===== src/rtl/itm_map.vh =====
// Register map, field positions and reset values of the interval timer block.
// Assumes byte addressing on a 32-bit AHB-Lite bus, one register per aligned word.
`ifndef ITM_MAP_VH
`define ITM_MAP_VH

// ----------------------------------------------------------------------------
// Register offsets
// ----------------------------------------------------------------------------
`define ITM_OFF_CTL_A 8'h00
`define ITM_OFF_CTL_B 8'h04
`define ITM_OFF_IOC_ONE 8'h08
`define ITM_OFF_IOC_TWO 8'h0c
`define ITM_OFF_OUT_CTL 8'h10
`define ITM_OFF_PERIOD 8'h14
`define ITM_OFF_SECOND 8'h18
`define ITM_OFF_COUNT 8'h1c
`define ITM_OFF_IRQ_STAT 8'h20
`define ITM_OFF_IRQ_MASK 8'h24

// ----------------------------------------------------------------------------
// Field positions
// ----------------------------------------------------------------------------
`define ITM_CE_BIT 7
`define ITM_PRESC_MSB 2
`define ITM_MODE_MSB 2
`define ITM_SW_TRIG_BIT 6
`define ITM_EEE_BIT 5
`define ITM_SQ_EN_BIT 0
`define ITM_SEC_EN_BIT 1
`define ITM_IRQ_PERIOD_BIT 0
`define ITM_IRQ_SECOND_BIT 1

// ----------------------------------------------------------------------------
// Codes and reset values
// ----------------------------------------------------------------------------
`define ITM_MODE_INTERVAL 3'b000
`define ITM_EDGE_NONE 2'b00
`define ITM_EDGE_RISE 2'b01
`define ITM_EDGE_FALL 2'b10
`define ITM_IDLE_COUNT 16'hffff
`define ITM_ZERO_COUNT 16'h0000
`define ITM_RST_CTL 8'h00
`define ITM_RST_MASK 2'b11
`define ITM_HTRANS_NONSEQ_BIT 1

`endif


===== src/rtl/itm_tick.v =====
// Count clock source: internal prescaler or a synchronised external event edge.
// Assumes ext_event arrives asynchronously from a pin.
`timescale 1ns/1ps
`default_nettype none
`include "itm_map.vh"

module itm_tick (
  input wire clk,
  input wire rst_n,
  input wire ext_event,
  input wire ext_sel,
  input wire [1:0] edge_sel,
  input wire [2:0] presc_sel,
  output wire tick
);

  reg [7:0] div;
  reg ev_meta;
  reg ev_sync;
  reg ev_last;
  wire [7:0] div_mask;
  wire int_tick;
  wire rise;
  wire fall;
  reg ext_tick;

  // ----------------------------------------------------------------------------
  // Internal prescaler, clk divided by a power of two
  // ----------------------------------------------------------------------------
  always @(posedge clk or negedge rst_n) begin
    if (!rst_n) begin
      div <= 8'h00;
    end else begin
      div <= div + 8'h01;
    end
  end

  assign div_mask = ~(8'hff << presc_sel);
  assign int_tick = ((div & div_mask) == div_mask);

  // ----------------------------------------------------------------------------
  // External event input
  // ----------------------------------------------------------------------------
  // Edge detector reads only the second and third stages to keep metastability contained
  always @(posedge clk or negedge rst_n) begin
    if (!rst_n) begin
      ev_meta <= 1'b0;
      ev_sync <= 1'b0;
      ev_last <= 1'b0;
    end else begin
      ev_meta <= ext_event;
      ev_sync <= ev_meta;
      ev_last <= ev_sync;
    end
  end

  assign rise = ev_sync & ~ev_last;
  assign fall = ~ev_sync & ev_last;

  always @* begin
    case (edge_sel)
      `ITM_EDGE_NONE: ext_tick = 1'b0;
      `ITM_EDGE_RISE: ext_tick = rise;
      `ITM_EDGE_FALL: ext_tick = fall;
      default: ext_tick = rise | fall;
    endcase
  end

  assign tick = ext_sel ? ext_tick : int_tick;

endmodule
`default_nettype wire


===== src/rtl/itm_irq.v =====
// Sticky interrupt status with write-one-to-clear and a blocking mask.
// Assumes set pulses and clear strobes on the same clock.
`timescale 1ns/1ps
`default_nettype none

module itm_irq (
  input wire clk,
  input wire rst_n,
  input wire [1:0] set,
  input wire clr_we,
  input wire [1:0] clr_data,
  input wire [1:0] mask,
  output reg [1:0] status,
  output reg irq
);

  wire [1:0] next_status;

  // A set arriving with its own clear survives
  assign next_status = (status & ~(clr_we ? clr_data : 2'b00)) | set;

  always @(posedge clk or negedge rst_n) begin
    if (!rst_n) begin
      status <= 2'b00;
      irq <= 1'b0;
    end else begin
      status <= next_status;
      irq <= |(next_status & ~mask);
    end
  end

endmodule
`default_nettype wire


===== src/rtl/itm_top.v =====
// Interval timer top: AHB-Lite register slave, 16-bit counter, compare logic.
// Assumes one AHB-Lite master, clk at 20 MHz, rst_n asynchronous from the system.
//
// Summary of operation
// Software disables capture edge detection before external event counting.
// Software picks the internal count clock for trigger, one-shot, width modes.
// Mode select code 000 runs the interval timer.
// Enable moves counter from all ones to zero, toggles output, loads period buffer.
// Count equal to period buffer clears counter, toggles output, raises period irq.
// Period match interval equals period value plus one count clocks.
// Secondary compare is buffered and raises its irq on equality.
// Software masks the secondary irq when it is not wanted.
// Software sets the second I/O control register to use event input.
// Period zero holds count at zero, matching and toggling every count clock.
// Period all ones wraps to zero by match, with no overflow flag.
// Period writes reach the period buffer at once, even while counting.
// Period set below count makes counter wrap through all ones first.
// Software stops the counter before lowering the period; the bench lowers it from 100 to 10 while the counter runs.
// Counter read buffer returns the live 16-bit count.
// Counter read buffer reads zero while the counter is disabled.
// Square-wave output toggles on match only when its output is enabled.
// Running and not matching, count rises by one per count clock.
`timescale 1ns/1ps
`default_nettype none
`include "itm_map.vh"

module itm_top (
  input wire clk,
  input wire rst_n,
  input wire hsel,
  input wire [31:0] haddr,
  input wire [1:0] htrans,
  input wire hwrite,
  input wire [2:0] hsize,
  input wire [31:0] hwdata,
  input wire hready,
  output reg [31:0] hrdata,
  output wire hreadyout,
  output wire hresp,
  input wire ext_event_in,
  input wire capture_trigger_in,
  output wire square_wave_out,
  output wire square_wave_oe,
  output wire secondary_wave_out,
  output wire secondary_wave_oe,
  output reg period_match_irq,
  output reg secondary_match_irq,
  output wire irq
);

  // ----------------------------------------------------------------------------
  // Reset release
  // ----------------------------------------------------------------------------
  reg rst_meta;
  reg rst_sync_n;

  always @(posedge clk or negedge rst_n) begin
    if (!rst_n) begin
      rst_meta <= 1'b0;
      rst_sync_n <= 1'b0;
    end else begin
      rst_meta <= 1'b1;
      rst_sync_n <= rst_meta;
    end
  end

  // ----------------------------------------------------------------------------
  // Registers
  // ----------------------------------------------------------------------------
  reg [7:0] timer_control_reg_a;
  reg [7:0] timer_control_reg_b;
  reg [1:0] io_control_reg_one;
  reg [1:0] io_control_reg_two;
  reg [1:0] out_control_reg;
  reg [15:0] period_compare_reg;
  reg [15:0] secondary_compare_reg;
  reg [1:0] irq_mask;
  reg [15:0] period_buffer;
  reg [15:0] secondary_buffer;
  reg [15:0] count;
  reg running;
  reg square_wave;
  reg secondary_wave;
  reg wr_pend;
  reg [7:0] wr_addr;
  wire [1:0] irq_status;
  wire tick;
  wire counter_enable_bit;
  wire interval_mode;
  wire [15:0] counter_read_buffer;
  wire wr_period;
  wire wr_second;
  wire irq_clr_we;
  wire addr_phase;
  wire period_hit;
  wire second_hit;

  assign counter_enable_bit = timer_control_reg_a[`ITM_CE_BIT];

  assign interval_mode = (timer_control_reg_b[`ITM_MODE_MSB:0] == `ITM_MODE_INTERVAL);
  // Counter stopped by a clear enable bit sits at all ones internally but reads as zero; see
  assign counter_read_buffer = counter_enable_bit ? count : `ITM_ZERO_COUNT;

  // ----------------------------------------------------------------------------
  // AHB-Lite slave
  // ----------------------------------------------------------------------------
  // Zero wait states: every register is a flop, so read data is ready one cycle on
  function [31:0] read_mux;
    input [7:0] a;
    begin
      case (a)
        `ITM_OFF_CTL_A: read_mux = {24'h000000, timer_control_reg_a};
        `ITM_OFF_CTL_B: read_mux = {24'h000000, timer_control_reg_b};
        `ITM_OFF_IOC_ONE: read_mux = {30'h00000000, io_control_reg_one};
        `ITM_OFF_IOC_TWO: read_mux = {30'h00000000, io_control_reg_two};
        `ITM_OFF_OUT_CTL: read_mux = {30'h00000000, out_control_reg};
        `ITM_OFF_PERIOD: read_mux = {16'h0000, period_compare_reg};
        `ITM_OFF_SECOND: read_mux = {16'h0000, secondary_compare_reg};
        `ITM_OFF_COUNT: read_mux = {16'h0000, counter_read_buffer};
        `ITM_OFF_IRQ_STAT: read_mux = {30'h00000000, irq_status};
        `ITM_OFF_IRQ_MASK: read_mux = {30'h00000000, irq_mask};
        default: read_mux = 32'h00000000;
      endcase
    end
  endfunction

  assign hreadyout = 1'b1;
  assign hresp = 1'b0;
  assign addr_phase = hsel & htrans[`ITM_HTRANS_NONSEQ_BIT] & hready;

  always @(posedge clk or negedge rst_sync_n) begin
    if (!rst_sync_n) begin
      wr_pend <= 1'b0;
      wr_addr <= 8'h00;
      hrdata <= 32'h00000000;
    end else begin
      wr_pend <= addr_phase & hwrite;
      if (addr_phase) begin
        wr_addr <= haddr[7:0];
      end
      if (addr_phase & ~hwrite) begin
        hrdata <= read_mux(haddr[7:0]);
      end
    end
  end

  assign wr_period = wr_pend & (wr_addr == `ITM_OFF_PERIOD);
  assign wr_second = wr_pend & (wr_addr == `ITM_OFF_SECOND);
  assign irq_clr_we = wr_pend & (wr_addr == `ITM_OFF_IRQ_STAT);

  always @(posedge clk or negedge rst_sync_n) begin
    if (!rst_sync_n) begin
      timer_control_reg_a <= `ITM_RST_CTL;
      timer_control_reg_b <= `ITM_RST_CTL;
      io_control_reg_one <= `ITM_EDGE_NONE;
      io_control_reg_two <= `ITM_EDGE_NONE;
      out_control_reg <= 2'b00;
      period_compare_reg <= `ITM_ZERO_COUNT;
      secondary_compare_reg <= `ITM_ZERO_COUNT;
      irq_mask <= `ITM_RST_MASK;
    end else if (wr_pend) begin
      case (wr_addr)
        `ITM_OFF_CTL_A: timer_control_reg_a <= hwdata[7:0];
        `ITM_OFF_CTL_B: timer_control_reg_b <= hwdata[7:0];
        `ITM_OFF_IOC_ONE: io_control_reg_one <= hwdata[1:0];
        `ITM_OFF_IOC_TWO: io_control_reg_two <= hwdata[1:0];
        `ITM_OFF_OUT_CTL: out_control_reg <= hwdata[1:0];
        `ITM_OFF_PERIOD: period_compare_reg <= hwdata[15:0];
        `ITM_OFF_SECOND: secondary_compare_reg <= hwdata[15:0];
        `ITM_OFF_IRQ_MASK: irq_mask <= hwdata[1:0];
        default: irq_mask <= irq_mask;
      endcase
    end
  end

  // ----------------------------------------------------------------------------
  // Count clock
  // ----------------------------------------------------------------------------
  // Capture input is unused in this mode; edge select stays in the register only
  itm_tick u_tick (
    .clk(clk),
    .rst_n(rst_sync_n),
    .ext_event(ext_event_in),
    .ext_sel(timer_control_reg_b[`ITM_EEE_BIT]),
    .edge_sel(io_control_reg_two),
    .presc_sel(timer_control_reg_a[`ITM_PRESC_MSB:0]),
    .tick(tick)
  );

  // ----------------------------------------------------------------------------
  // Counter and compare
  // ----------------------------------------------------------------------------
  // Compares use the count before this tick's update, so period D gives D+1 ticks
  assign period_hit = running & tick & (count == period_buffer);
  assign second_hit = running & tick & (count == secondary_buffer);

  always @(posedge clk or negedge rst_sync_n) begin
    if (!rst_sync_n) begin
      count <= `ITM_IDLE_COUNT;
      running <= 1'b0;
      period_buffer <= `ITM_ZERO_COUNT;
      secondary_buffer <= `ITM_ZERO_COUNT;
      square_wave <= 1'b0;
      secondary_wave <= 1'b0;
      period_match_irq <= 1'b0;
      secondary_match_irq <= 1'b0;
    end else begin
      period_match_irq <= 1'b0;
      secondary_match_irq <= 1'b0;
      if (!counter_enable_bit || !interval_mode) begin
        count <= `ITM_IDLE_COUNT;
        running <= 1'b0;
        square_wave <= 1'b0;
        secondary_wave <= 1'b0;
        period_buffer <= period_compare_reg;
        secondary_buffer <= secondary_compare_reg;
      end else if (!running) begin
        if (tick) begin
          count <= `ITM_ZERO_COUNT;
          running <= 1'b1;
          square_wave <= ~square_wave;
          period_buffer <= period_compare_reg;
          secondary_buffer <= secondary_compare_reg;
        end
      end else begin
        // Anytime write: new compare values act on the next tick; see
        if (wr_period) begin
          period_buffer <= hwdata[15:0];
        end
        if (wr_second) begin
          secondary_buffer <= hwdata[15:0];
        end
        if (period_hit) begin
          count <= `ITM_ZERO_COUNT;
          period_match_irq <= 1'b1;
          if (out_control_reg[`ITM_SQ_EN_BIT]) begin
            square_wave <= ~square_wave;
          end
        end else if (tick) begin
          // Natural wrap past all ones when period was lowered; see
          count <= count + 16'h0001;
        end
        if (second_hit) begin
          secondary_match_irq <= 1'b1;
          if (out_control_reg[`ITM_SEC_EN_BIT]) begin
            secondary_wave <= ~secondary_wave;
          end
        end
      end
    end
  end

  assign square_wave_out = square_wave;
  assign square_wave_oe = out_control_reg[`ITM_SQ_EN_BIT];
  assign secondary_wave_out = secondary_wave;
  assign secondary_wave_oe = out_control_reg[`ITM_SEC_EN_BIT];

  // ----------------------------------------------------------------------------
  // Interrupts
  // ----------------------------------------------------------------------------
  itm_irq u_irq (
    .clk(clk),
    .rst_n(rst_sync_n),
    .set({secondary_match_irq, period_match_irq}),
    .clr_we(irq_clr_we),
    .clr_data(hwdata[1:0]),
    .mask(irq_mask),
    .status(irq_status),
    .irq(irq)
  );

endmodule
`default_nettype wire


===== config.mk =====
export PLATFORM = sky130hd
export DESIGN_NAME = itm_top
export DESIGN_NICKNAME = d
export VERILOG_FILES = /design/src/rtl/itm_tick.v /design/src/rtl/itm_irq.v /design/src/rtl/itm_top.v
export VERILOG_INCLUDE_DIRS = /design/src /design/src/rtl
export SDC_FILE = /design/constraint.sdc
export NUM_CORES = 1
export LEC_CHECK = 0
export ABC_AREA = 1
export BUFFER_PORTS_ARGS = -buffer_cell sky130_fd_sc_hd__buf_2
export CAP_MARGIN = 20
export CORE_MARGIN = 2
export CORE_UTILIZATION = 51
export CTS_CLUSTER_DIAMETER = 120
export CTS_CLUSTER_SIZE = 28
export DETAILED_ROUTE_END_ITERATION = 10
export GPL_TIMING_DRIVEN = 0
export PLACE_DENSITY = 0.73
export SETUP_SLACK_MARGIN = 0.5
export SYNTH_ARGS = -nofsm -noshare
export SYNTH_HDL_FRONTEND = slang
export SYNTH_SLANG_ARGS = --single-unit

===== constraint.sdc =====
create_clock -name clk -period 10.6 [get_ports clk]
set_input_delay 1.59 -clock clk [delete_from_list [all_inputs] [get_ports clk]]
set_output_delay 1.59 -clock clk [all_outputs]
set_load 0.005 [all_outputs]

==> results of run 1 <==
[how the worst max path moves through the flow]
stage | start | endpoint | slack, ps
after global routing | haddr[1] | hrdata[14]$_DFFE_PN0P_ | 7570
final | haddr[0] | hrdata[7]$_DFFE_PN0P_ | 7690
after CTS | haddr[0] | hrdata[7]$_DFFE_PN0P_ | 7750
after detailed placement | haddr[0] | hrdata[5]$_DFFE_PN0P_ | 7320
after global placement | rst_sync_n$_DFF_PN0_ | period_buffer[8]$_DFFE_PN0P_ | 4490
after floorplan | rst_sync_n$_DFF_PN0_ | hrdata[0]$_DFFE_PN0P_ | 6170
[through the flow]
step / instance area, um2 / setup slack (ps) / utilization / std cells / hold slack, ps
6_report: 8990 / 7690 / 0.598 / 1264 / 218
5_1_grt: 8990 / 7570 / 0.598 / 1264 / 246
4_1_cts: 8990 / 7750 / 0.598 / 1264 / 228
3_5_place_dp: 8360 / 7320 / 0.556 / 1232 / 221
3_3_place_gp: 8300 / 4490 / 0.552 / 1230 / 332
2_1_floorplan: 7800 / 6170 / - / 989 / 331
[cell families (layout without fill, tap and decap cells)]
family / after synthesis / count (layout) / synth area share
flops: 149 / 149 / 0.485
fa+ha+maj: 4 / 4 / 0.00647
buf+inv: 169 / 256 / 0.0980
xor+xnor: 39 / 39 / 0.0441
simple gates: 431 / 431 / 0.241
compound gates: 178 / 178 / 0.125
other cells: 2 / 19 / 0.000971
[cell usage after synthesis (3+ instances only)]
library cell,instances
nand2_1,288
dfrtp_1,131
o21ai_0,122
inv_1,111
nor2_1,51
nand3_1,47
xnor2_1,25
a21oi_1,22
buf_4,20
dfstp_2,18
buf_2,16
clkbuf_1,15
xor2_1,14
nand4_1,13
nor3_1,10
o211ai_1,10
o22ai_1,9
nand2_4,5
or2_2,5
ha_1,4
o21ai_1,4
buf_6,3
clkbuf_2,3
nor4_1,3
o21bai_1,3
o221ai_1,3
[layer usage]
layer / track usage / up-vias / share of wire
met4: 0.0879 / 0 / 0.019
met3: 0.0557 / 30 / 0.064
met1: 0.365 / 3206 / 0.45
met5: 0 / - / 0
li1: - / 3263 / -
met2: 0.421 / 230 / 0.47
[layout make-up]
| class | instances | area [um2] |
|---|---|---|
| Clock inverter | 12 | 179 |
| Buffer | 57 | 335 |
| Clock buffer | 20 | 447 |
| Tap cell | 188 | 235 |
| Inverter | 112 | 423 |
| Sequential cell | 149 | 3750 |
| Multi-Input combinational cell | 671 | 3290 |
| Timing Repair Buffer | 55 | 320 |
| Fill cell | 1377 | 6050 |
[power by group]
group,switching (W),internal [W]
Combinational,0.000104,0.0000580
Sequential,0.0000357,0.000614
Clock,0.000244,0.000400
Total,0.000383,0.00107
==> qor.txt, run 1 <==
Die width: 127 um
Crit Path Max Fanout: 10
CP endpoint kind: register
Commonest non-fill, non-tap cell in the layout: nand2_1
Dpl hpwl: 14900 um
Most used cell, CP: nand2_1
Critical path startpoint category: input port
HP Class: reg -> async
CP cell instances: buf_2 > inv_1 > nand2_1 > nor3_1 > nand2_1 > clkbuf_1 > o221ai_1 > o21ai_0 > nand2_1
Clk Latency, worst-skew pair: 430 ps
Area Growth Syn to Fin: 16.1%
Netlist cell types: 40
CTS Buf Count: 17
Aggregate global-route resource usage: 0.264
Total wire length: 20500 um
Overall Power: 0.00146 W
Synthesized flop and latch total: 149
Status: finished clean
# H-tree levels: 4
DR iter-0 viols: 623
CTS max path bufs: 2
Largest net degree at the start of global routing: 66
Clock slew at reported path FFs: 60 ps
N_diodes: 0
CP Buf/Inv Count: 3
Final setup fails: 0
Vias/cell: 5.32
Clk_skew: 8.46 ps
Number of setup buffers added after CTS: 0
Routed Antenna Nets: 0
Initial DRT Pass Iterations: 6
DRC: 0
Average wire per standard cell: 16.2 um
Hold buffer count at cts: 0
End of the worst register-to-register path: count[2]$_DFFE_PN1P_
Final weighted congestion in routability-driven placement: 0.902
Critical path's largest stage delay: 370 ps
# port buffers: 53
Most frequent cells in the layout: 288 x nand2_1, 130 x dfrtp_1, 122 x o21ai_0
Ranking of synthesized cells by area: dfrtp_1 42%, nand2_1 14%, o21ai_0 7.9%
# resized after CTS: 0
CTS Sinks: 149
Io pins: 117
Delay-heaviest family, CP: simple AND/OR/NAND/NOR gates
Actual slew at the worst max-slew pin: 737 ps
Lkg Pwr: 4.88 nW
Clock root buffer master: clkbuf_16
Initial antenna violation count: 0
Final Max Slew Viols: 0
Async SR Flop Fraction: 1.00
Largest area contributor in the netlist: dfrtp_1
Die height: 127 um
Die area: 16200 um2
Fmax: 344 MHz
P per Cell Area: 162 nW/um2
Total grt overflow: 0
Vias in the first global route: 6402
Final period utilization: 0.274
WS Path Type: in -> reg
RSZ-0062 raised after global routing: false
TritonCTS clock tree: done
CP max stage cell: nor3_1
Final Net Count: 1143
Syn avg cell area: 7.96 um2
Worst r2r path cells: 9
Initial cell density of the core: 0.515
RR Startpoint: count[0]$_DFFE_PN1P_
Synth Warn #: 0
Levels on crit path: 9
Register area share after synthesis: 0.485
Core footprint: 15000 um2
Final hold violations: 0
Critical Path RT: 10970 ps
Layout cells sized above 1: 0.153
Max Cap Violations: 0
Area share of the largest cell type after synthesis: 0.424
Post-route minimum period: 2910 ps
First-pass GRT wire length: 33000 um
Peak VDD IR: 110 uV
CP Data Arrival Time: 3270 ps
Setup TNS: 0 ps
Ys flop type: dfrtp_1
Site Rows: 45
Vias: 6729
Max-slew headroom: 0.508
Flop2flop setup slack: 8630 ps
EDFF count, synth: 0
Post-Syn Instances: 972
Netlist Area Pre-Place: 7740 um2
Power figures use the tool's default switching activity.
==> inputs of run 2 (changes only) <==
Settings changed: PLACE_DENSITY 0.73 to 0.76.
Clock period 10.6 ns to 2.6 ns, I/O delays scaled along.
==> run 2 against run 1 <==
  * Clock power grew to 4.1 times the previous value
  * Critical path depth is the same
  * Utilization grew 0.19 points
  * Worst setup slack lost 7000 ps
  * Clock-buffer cell count grew 2
  * Hold slack lost 150 ps
  * Largest cell class unchanged
==> qor.txt, run 2 (synthesized netlist as in run 1, its figures left out) <==
RR Startpoint: count[12]$_DFFE_PN1P_
Final setup fails: 0 (unchanged)
Commonest non-fill, non-tap cell in the layout: nand2_1
Final hold violations: 0 (unchanged)
Placed instance area: 8360 um2 (unchanged)
Clk Latency, worst-skew pair: 430 ps (about the same)
Critical Path RT: 2920 ps (-8050 ps)
Fillers: 1351 (-1.9%)
WS Path Type: reg -> reg
Critical path startpoint category: register
CTS Sinks: 149 (unchanged)
HP Class: in -> reg
Post-route minimum period: 1940 ps
Worst r2r path cells: 9 (unchanged)
CTS max path bufs: 2 (unchanged)
Final weighted congestion in routability-driven placement: 0.940 (+4.2%)
Clock root buffer master: clkbuf_16
Critical path's largest stage delay: 510 ps (+140 ps)
Hold path start: ext_event_in
N_diodes: 0 (unchanged)
Max Cap Violations: 0 (unchanged)
Core footprint: 15000 um2 (unchanged)
Site Rows: 45 (unchanged)
# H-tree levels: 4 (unchanged)
Final Max Slew Viols: 0 (unchanged)
DRC: 0 (unchanged)
Delay-heaviest family, CP: simple AND/OR/NAND/NOR gates
CP max stage cell: dfstp_2
Crit Path Max Fanout: 10 (unchanged)
Status: finished clean
# port buffers: 53 (unchanged)
First-pass GRT wire length: 32400 um (-1.8%)
Finished Core Util: 0.600 (+0.00191)
Max-slew headroom: 0.537 (+0.0282)
Cell area after layout: 9010 um2 (+0.32%)
Layout cells sized above 1: 0.154 (+0.000786)
CP cell instances: buf_2 > xnor2_1 > nand2_1 > nor2_1 > nand2_1 > nor2_1 > inv_1 > nand2_4 > o211ai_1
TritonCTS clock tree: done
Total grt overflow: 0 (unchanged)
Setup ws final: 656 ps (-7040 ps)
Number of setup buffers added after CTS: 0 (unchanged)
Die area: 16200 um2 (unchanged)
DR iter-0 viols: 747 (+20%)
Fmax: 514 MHz
Initial cell density of the core: 0.515 (unchanged)
Total wire length: 19900 um (-2.9%)
CP Data Arrival Time: 2270 ps (-1000 ps)
Hold path cells: 1
Clock slew at reported path FFs: 60 ps (about the same)
CP Buf/Inv Count: 2 (-1)
Levels on crit path: 9 (unchanged)
Average wire per standard cell: 15.7 um (-3.0%)
Vias/cell: 5.32 (about the same)
CTS Buf Count: 17 (unchanged)
Largest net degree at the start of global routing: 62 (-6.1%)
Vias: 6732 (+0.045%)
Actual slew at the worst max-slew pin: 695 ps (-42.2 ps)
Final Net Count: 1144 (+0.087%)
Routed Antenna Nets: 0 (unchanged)
Initial DRT Pass Iterations: 6 (unchanged)
CP endpoint kind: register
Lkg Pwr: 4.89 nW (+0.28%)
Area occupied by multi-input gates: 3300 um2 (+0.30%)
Vias in the first global route: 6426 (+0.37%)
Final period utilization: 0.748
Most frequent cells in the layout: 287 x nand2_1, 130 x dfrtp_1, 122 x o21ai_0
Dpl hpwl: 14800 um (-0.25%)
Peak VDD IR: 472 uV (+330%)
Io pins: 117 (unchanged)
Storage element area: 3750 um2 (unchanged)
Clk_skew: 8.63 ps (+0.167 ps)
Setup WS pre-CTS: 483 ps (-6830 ps)
Die height: 127 um (unchanged)
P per Cell Area: 662 nW/um2 (+310%)
Area Growth Syn to Fin: 16.5%
RSZ-0062 raised after global routing: false
Initial antenna violation count: 0 (unchanged)
Setup TNS: 0 ps (unchanged)
Aggregate global-route resource usage: 0.259 (-0.00573)
CP startpoint: count[12]$_DFFE_PN1P_
Die width: 127 um (unchanged)
run 2: path summary, 6_finish.rpt:
check / end / slack (ps)
min reg2reg: wr_addr[6]$_DFFE_PN0P_ / 260
max reg2reg: count[3]$_DFFE_PN1P_ / 660
min in group asynchronous: wr_addr[6]$_DFFE_PN0P_ / 260
min: u_tick.ev_meta$_DFF_PN0_ / 70
max in group asynchronous: count[8]$_DFFE_PN1P_ / 1330
max: count[3]$_DFFE_PN1P_ / 660
run 2: where the power goes:
group | leakage [nW] | switching (W) | internal [W] | total, W
sequential | 1.56 | 0.000146 | 0.00250 | 0.00265
clock | 0.304 | 0.000944 | 0.00172 | 0.00267
combinational | 3.03 | 0.000412 | 0.000238 | 0.000649
total | 4.89 | 0.00150 | 0.00446 | 0.00596
run 2: layout make-up:
| cell class | instances | area share |
|---|---|---|
| Clock inverter | 10 | 0.0200 |
| Buffer | 57 | 0.0372 |
| Timing Repair Buffer | 56 | 0.0366 |
| Inverter | 112 | 0.0469 |
| Sequential cell | 149 | 0.417 |
| Multi-Input combinational cell | 671 | 0.366 |
| Clock buffer | 22 | 0.0504 |
| Tap cell | 188 | 0.0261 |
run 2: worst register-to-register path, delay by kind of cell (launching register included):
family          cells  cell delay [ps]
buf+inv             2              410
compound gates      1              110
xor+xnor            1              150
simple gates        5              660
flops               1              510
run 2: per-stage QoR:
step | power (W) | hold WS [ps] | cells
after floorplan | 0.00310 | 94.4 | 989
after global routing | 0.00620 | 54.3 | 1265
after CTS | 0.00597 | 59.6 | 1265
after detailed placement | 0.00333 | 178 | 1232
after global placement | 0.00329 | 176 | 1230
final | 0.00596 | 69.7 | 1265
run 2: repair_timing:
item / 4_1_cts / 5_1_grt
resized for setup: 0 / 3
hold endpoints to repair: 2 / 0
endpoints found under the setup margin: 0 / 9
hold buffers: 1 / 0
run 2: routing by layer:
metal  vias up  global-route usage  wire [um]
met5         -                   0          0
met2       268               0.424       9390
met4         0              0.0937        603
met1      3151               0.343       8530
li1       3255                   -          -
met3        58              0.0536       1350
==> inputs of run 3 (changes only) <==
Settings changed: ABC_AREA 1 to 0.
Clock period 2.6 ns to 1.6 ns, I/O delays scaled along.
==> run 3 against run 2 <==
  * The flow now finishes with violations (negative setup slack)
  * First-iteration DRC count grew 32%
  * Clock power grew 55%
  * Area after synthesis shrank 3.6%
  * Clock skew grew 6.7 ps
  * Global-route usage grew 5.3 points
  * Critical path type unchanged
==> qor.txt, run 3 <==
Peak VDD IR: 722 uV (+53%)
Area Growth Syn to Fin: 47.9%
Netlist cell types: 67 (+68%)
Commonest non-fill, non-tap cell in the layout: dfrtp_1
RR Startpoint: timer_control_reg_a[1]$_DFFE_PN0P_
Setup TNS: -49200 ps (-49200 ps)
Synthesized flop and latch total: 149 (unchanged)
CTS Buf Count: 17 (unchanged)
Initial antenna violation count: 0 (unchanged)
Fmax: 435 MHz (-16%)
Dpl hpwl: 14000 um (-5.3%)
Vias: 6978 (+3.7%)
Ranking of synthesized cells by area: dfrtp_1 44%, mux2_2 9.7%, dfstp_2 6.3%
Final setup fails: 108 (+108)
Clock power share: 0.378 (-0.069)
Largest net degree at the start of global routing: 58 (-6.5%)
Final Max Slew Viols: 0 (unchanged)
CP endpoint kind: register
Initial DRT Pass Iterations: 5 (-1)
Post-Syn Instances: 663 (-32%)
Async SR Flop Fraction: 1.00 (unchanged)
Die height: 125 um (-1.8%)
Die area: 15600 um2 (-3.5%)
# port buffers: 51 (-3.8%)
Syn avg cell area: 11.3 um2 (+41%)
Register area share after synthesis: 0.503 (+0.0181)
Final Net Count: 942 (-18%)
Post-route minimum period: 2300 ps (+357 ps)
Most frequent cells after synthesis: 131 x dfrtp_1, 64 x mux2_2, 38 x nand2_1, 36 x o21ai_0, 33 x nor2_1
P per Cell Area: 993 nW/um2 (+50%)
Total wire length: 27000 um (+36%)
DRC: 0 (unchanged)
CP Data Arrival Time: 2670 ps (+400 ps)
Ys flop type: dfrtp_1
Synth Warn #: 0 (unchanged)
Routed Antenna Nets: 0 (unchanged)
Crit Path Max Fanout: 5 (-5)
Flop2flop setup slack: -700 ps (-1360 ps)
CTS max path bufs: 2 (unchanged)
Placed cell count: 918 (-25%)
Most frequent cells in the layout: 122 x dfrtp_1, 89 x buf_4, 49 x buf_2
Critical Path RT: 1970 ps (-950 ps)
Area share of the largest cell type after synthesis: 0.439 (+0.0158)
Overall Power: 0.0110 W (+84%)
Actual slew at the worst max-slew pin: 837 ps (+142 ps)
Largest area contributor in the netlist: dfrtp_1
Total grt overflow: 0 (unchanged)
Die width: 125 um (-1.8%)
Clock slew at reported path FFs: 70 ps (about the same)
Sw frac: 0.297 (+0.0448)
Netlist Area Pre-Place: 7460 um2 (-3.6%)
Lkg Pwr: 4.76 nW (-2.7%)
CTS Sinks: 149 (unchanged)
Layout Cells excl Fill: 1059 (-16%)
Vias in the first global route: 6718 (+4.5%)
Clock root buffer master: clkbuf_16
RSZ-0062 raised after global routing: true
Flop pwr share: 0.387 (-0.057)
First-pass GRT wire length: 37600 um (+16%)
Finished Core Util: 0.765 (+0.165)
DR iter-0 viols: 984 (+32%)
Max Cap Violations: 0 (unchanged)
Setup ws final: -701 ps (-1360 ps)
HP Class: in -> reg
Io pins: 117 (unchanged)
Sw Pwr: 0.00325 W (+120%)
Clk Latency, worst-skew pair: 440 ps (about the same)
CP startpoint: timer_control_reg_a[1]$_DFFE_PN0P_
Critical path startpoint category: register
Average wire per standard cell: 25.5 um (+62%)
Int Pwr: 0.00771 W (+73%)
Failing checks: negative setup slack
EDFF count, synth: 0 (unchanged)
Layout cells sized above 1: 0.542 (+0.388)
Most common cell in the netlist: dfrtp_1
Aggregate global-route resource usage: 0.311 (+0.0527)
Fillers: 764 (-43%)
Hold path start: hwrite
TritonCTS clock tree: done
Site Rows: 44 (-2.2%)
# H-tree levels: 4 (unchanged)
N_diodes: 0 (unchanged)
Clk_skew: 15.3 ps (+6.71 ps)
Core footprint: 14400 um2 (-4.1%)
Vias/cell: 6.59 (+24%)
WS Path Type: reg -> reg
Final weighted congestion in routability-driven placement: 0.874 (-7.0%)
Combinational Power Share: 0.235 (+0.126)
Status: finished with violations
Final hold violations: 0 (unchanged)
Initial cell density of the core: 0.517 (+0.00249)
Max-slew headroom: 0.442 (-0.0947)
Final period utilization: 1.44 (+0.690)
-- run 3: power by group through the flow --
| stage | registers, W | logic (W) | clock network, W |
|---|---|---|---|
| 2_1_floorplan | 0.00424 | 0.00107 | 0 |
| 3_3_place_gp | 0.00430 | 0.00136 | 0 |
| 3_5_place_dp | 0.00427 | 0.00148 | 0 |
| 4_1_cts | 0.00420 | 0.00200 | 0.00411 |
| 5_1_grt | 0.00425 | 0.00270 | 0.00432 |
| 6_report | 0.00424 | 0.00258 | 0.00414 |
-- run 3: layer usage --
layer  share of wire  wire (um)  GRT usage  up-vias
li1                -          -          -     2817
met2            0.47      12800      0.495      550
met3           0.093       2510     0.0715      141
met1            0.38      10200      0.406     3470
met5               0          0          0        -
met4           0.055       1490      0.152        0
-- run 3: worst paths after layout --
path / end / cells past startpoint
max: secondary_buffer[12]$_DFFE_PN0P_ / 8
min: wr_pend$_DFF_PN0_ / 3
max reg2reg: secondary_buffer[12]$_DFFE_PN0P_ / 8
min reg2reg: secondary_compare_reg[9]$_DFFE_PN0P_ / 0
max in group asynchronous: irq_mask[0]$_DFFE_PN1P_ / 1
min in group asynchronous: rst_sync_n$_DFF_PN0_ / 2
-- run 3: cell type report --
class                           instances  area, um2  area share
Multi-Input combinational cell        459       4370       0.396
Sequential cell                       149       3760       0.341
Timing Repair Buffer                  163       1410       0.128
Buffer                                 62        613      0.0556
Clock buffer                           19        443      0.0401
Tap cell                              184        230      0.0209
Clock inverter                         13        158      0.0143
Inverter                               10       41.3     0.00374
-- run 3: stage by stage --
step	hold WS, ps	setup slack (ps)	instance area, um2
after floorplan	-55.6	-500	7980
after global placement	25.0	-1100	8460
after detailed placement	26.7	-913	8530
after CTS	51.0	-606	10300
after global routing	63.7	-736	11000
final	58.0	-701	11000
-- run 3: cells by family (layout without fill, tap and decap cells) --
kind of cell,count (synthesis),after routing,share of synthesized area
XOR/XNOR,39,39,0.0458
adder cells (fa/ha/maj),4,4,0.00671
buffers and inverters,72,267,0.0493
multiplexers,72,72,0.109
flip-flops,149,149,0.503
AO/OA/AOI/OAI,176,176,0.183
AND/OR/NAND/NOR,149,149,0.102
other,2,19,0.00101
-- run 3: timing repair --
item	in CTS	in global routing
pin swaps	40	49
setup endpoints to repair	152	263
cloned	5	0
hold buffers	2	0
resized for setup	135	96
endpoints found under the hold margin	3	0
buffers inserted	60	42
-- run 3: critical path, cell delays in order (launching register included) --
cell,delay (ps)
dfrtp_1,420
and2_0,190
a2111o_1,390
or3_4,370
a21oi_4,220
or3_1,160
buf_6,140
buf_8,130
o221a_4,200
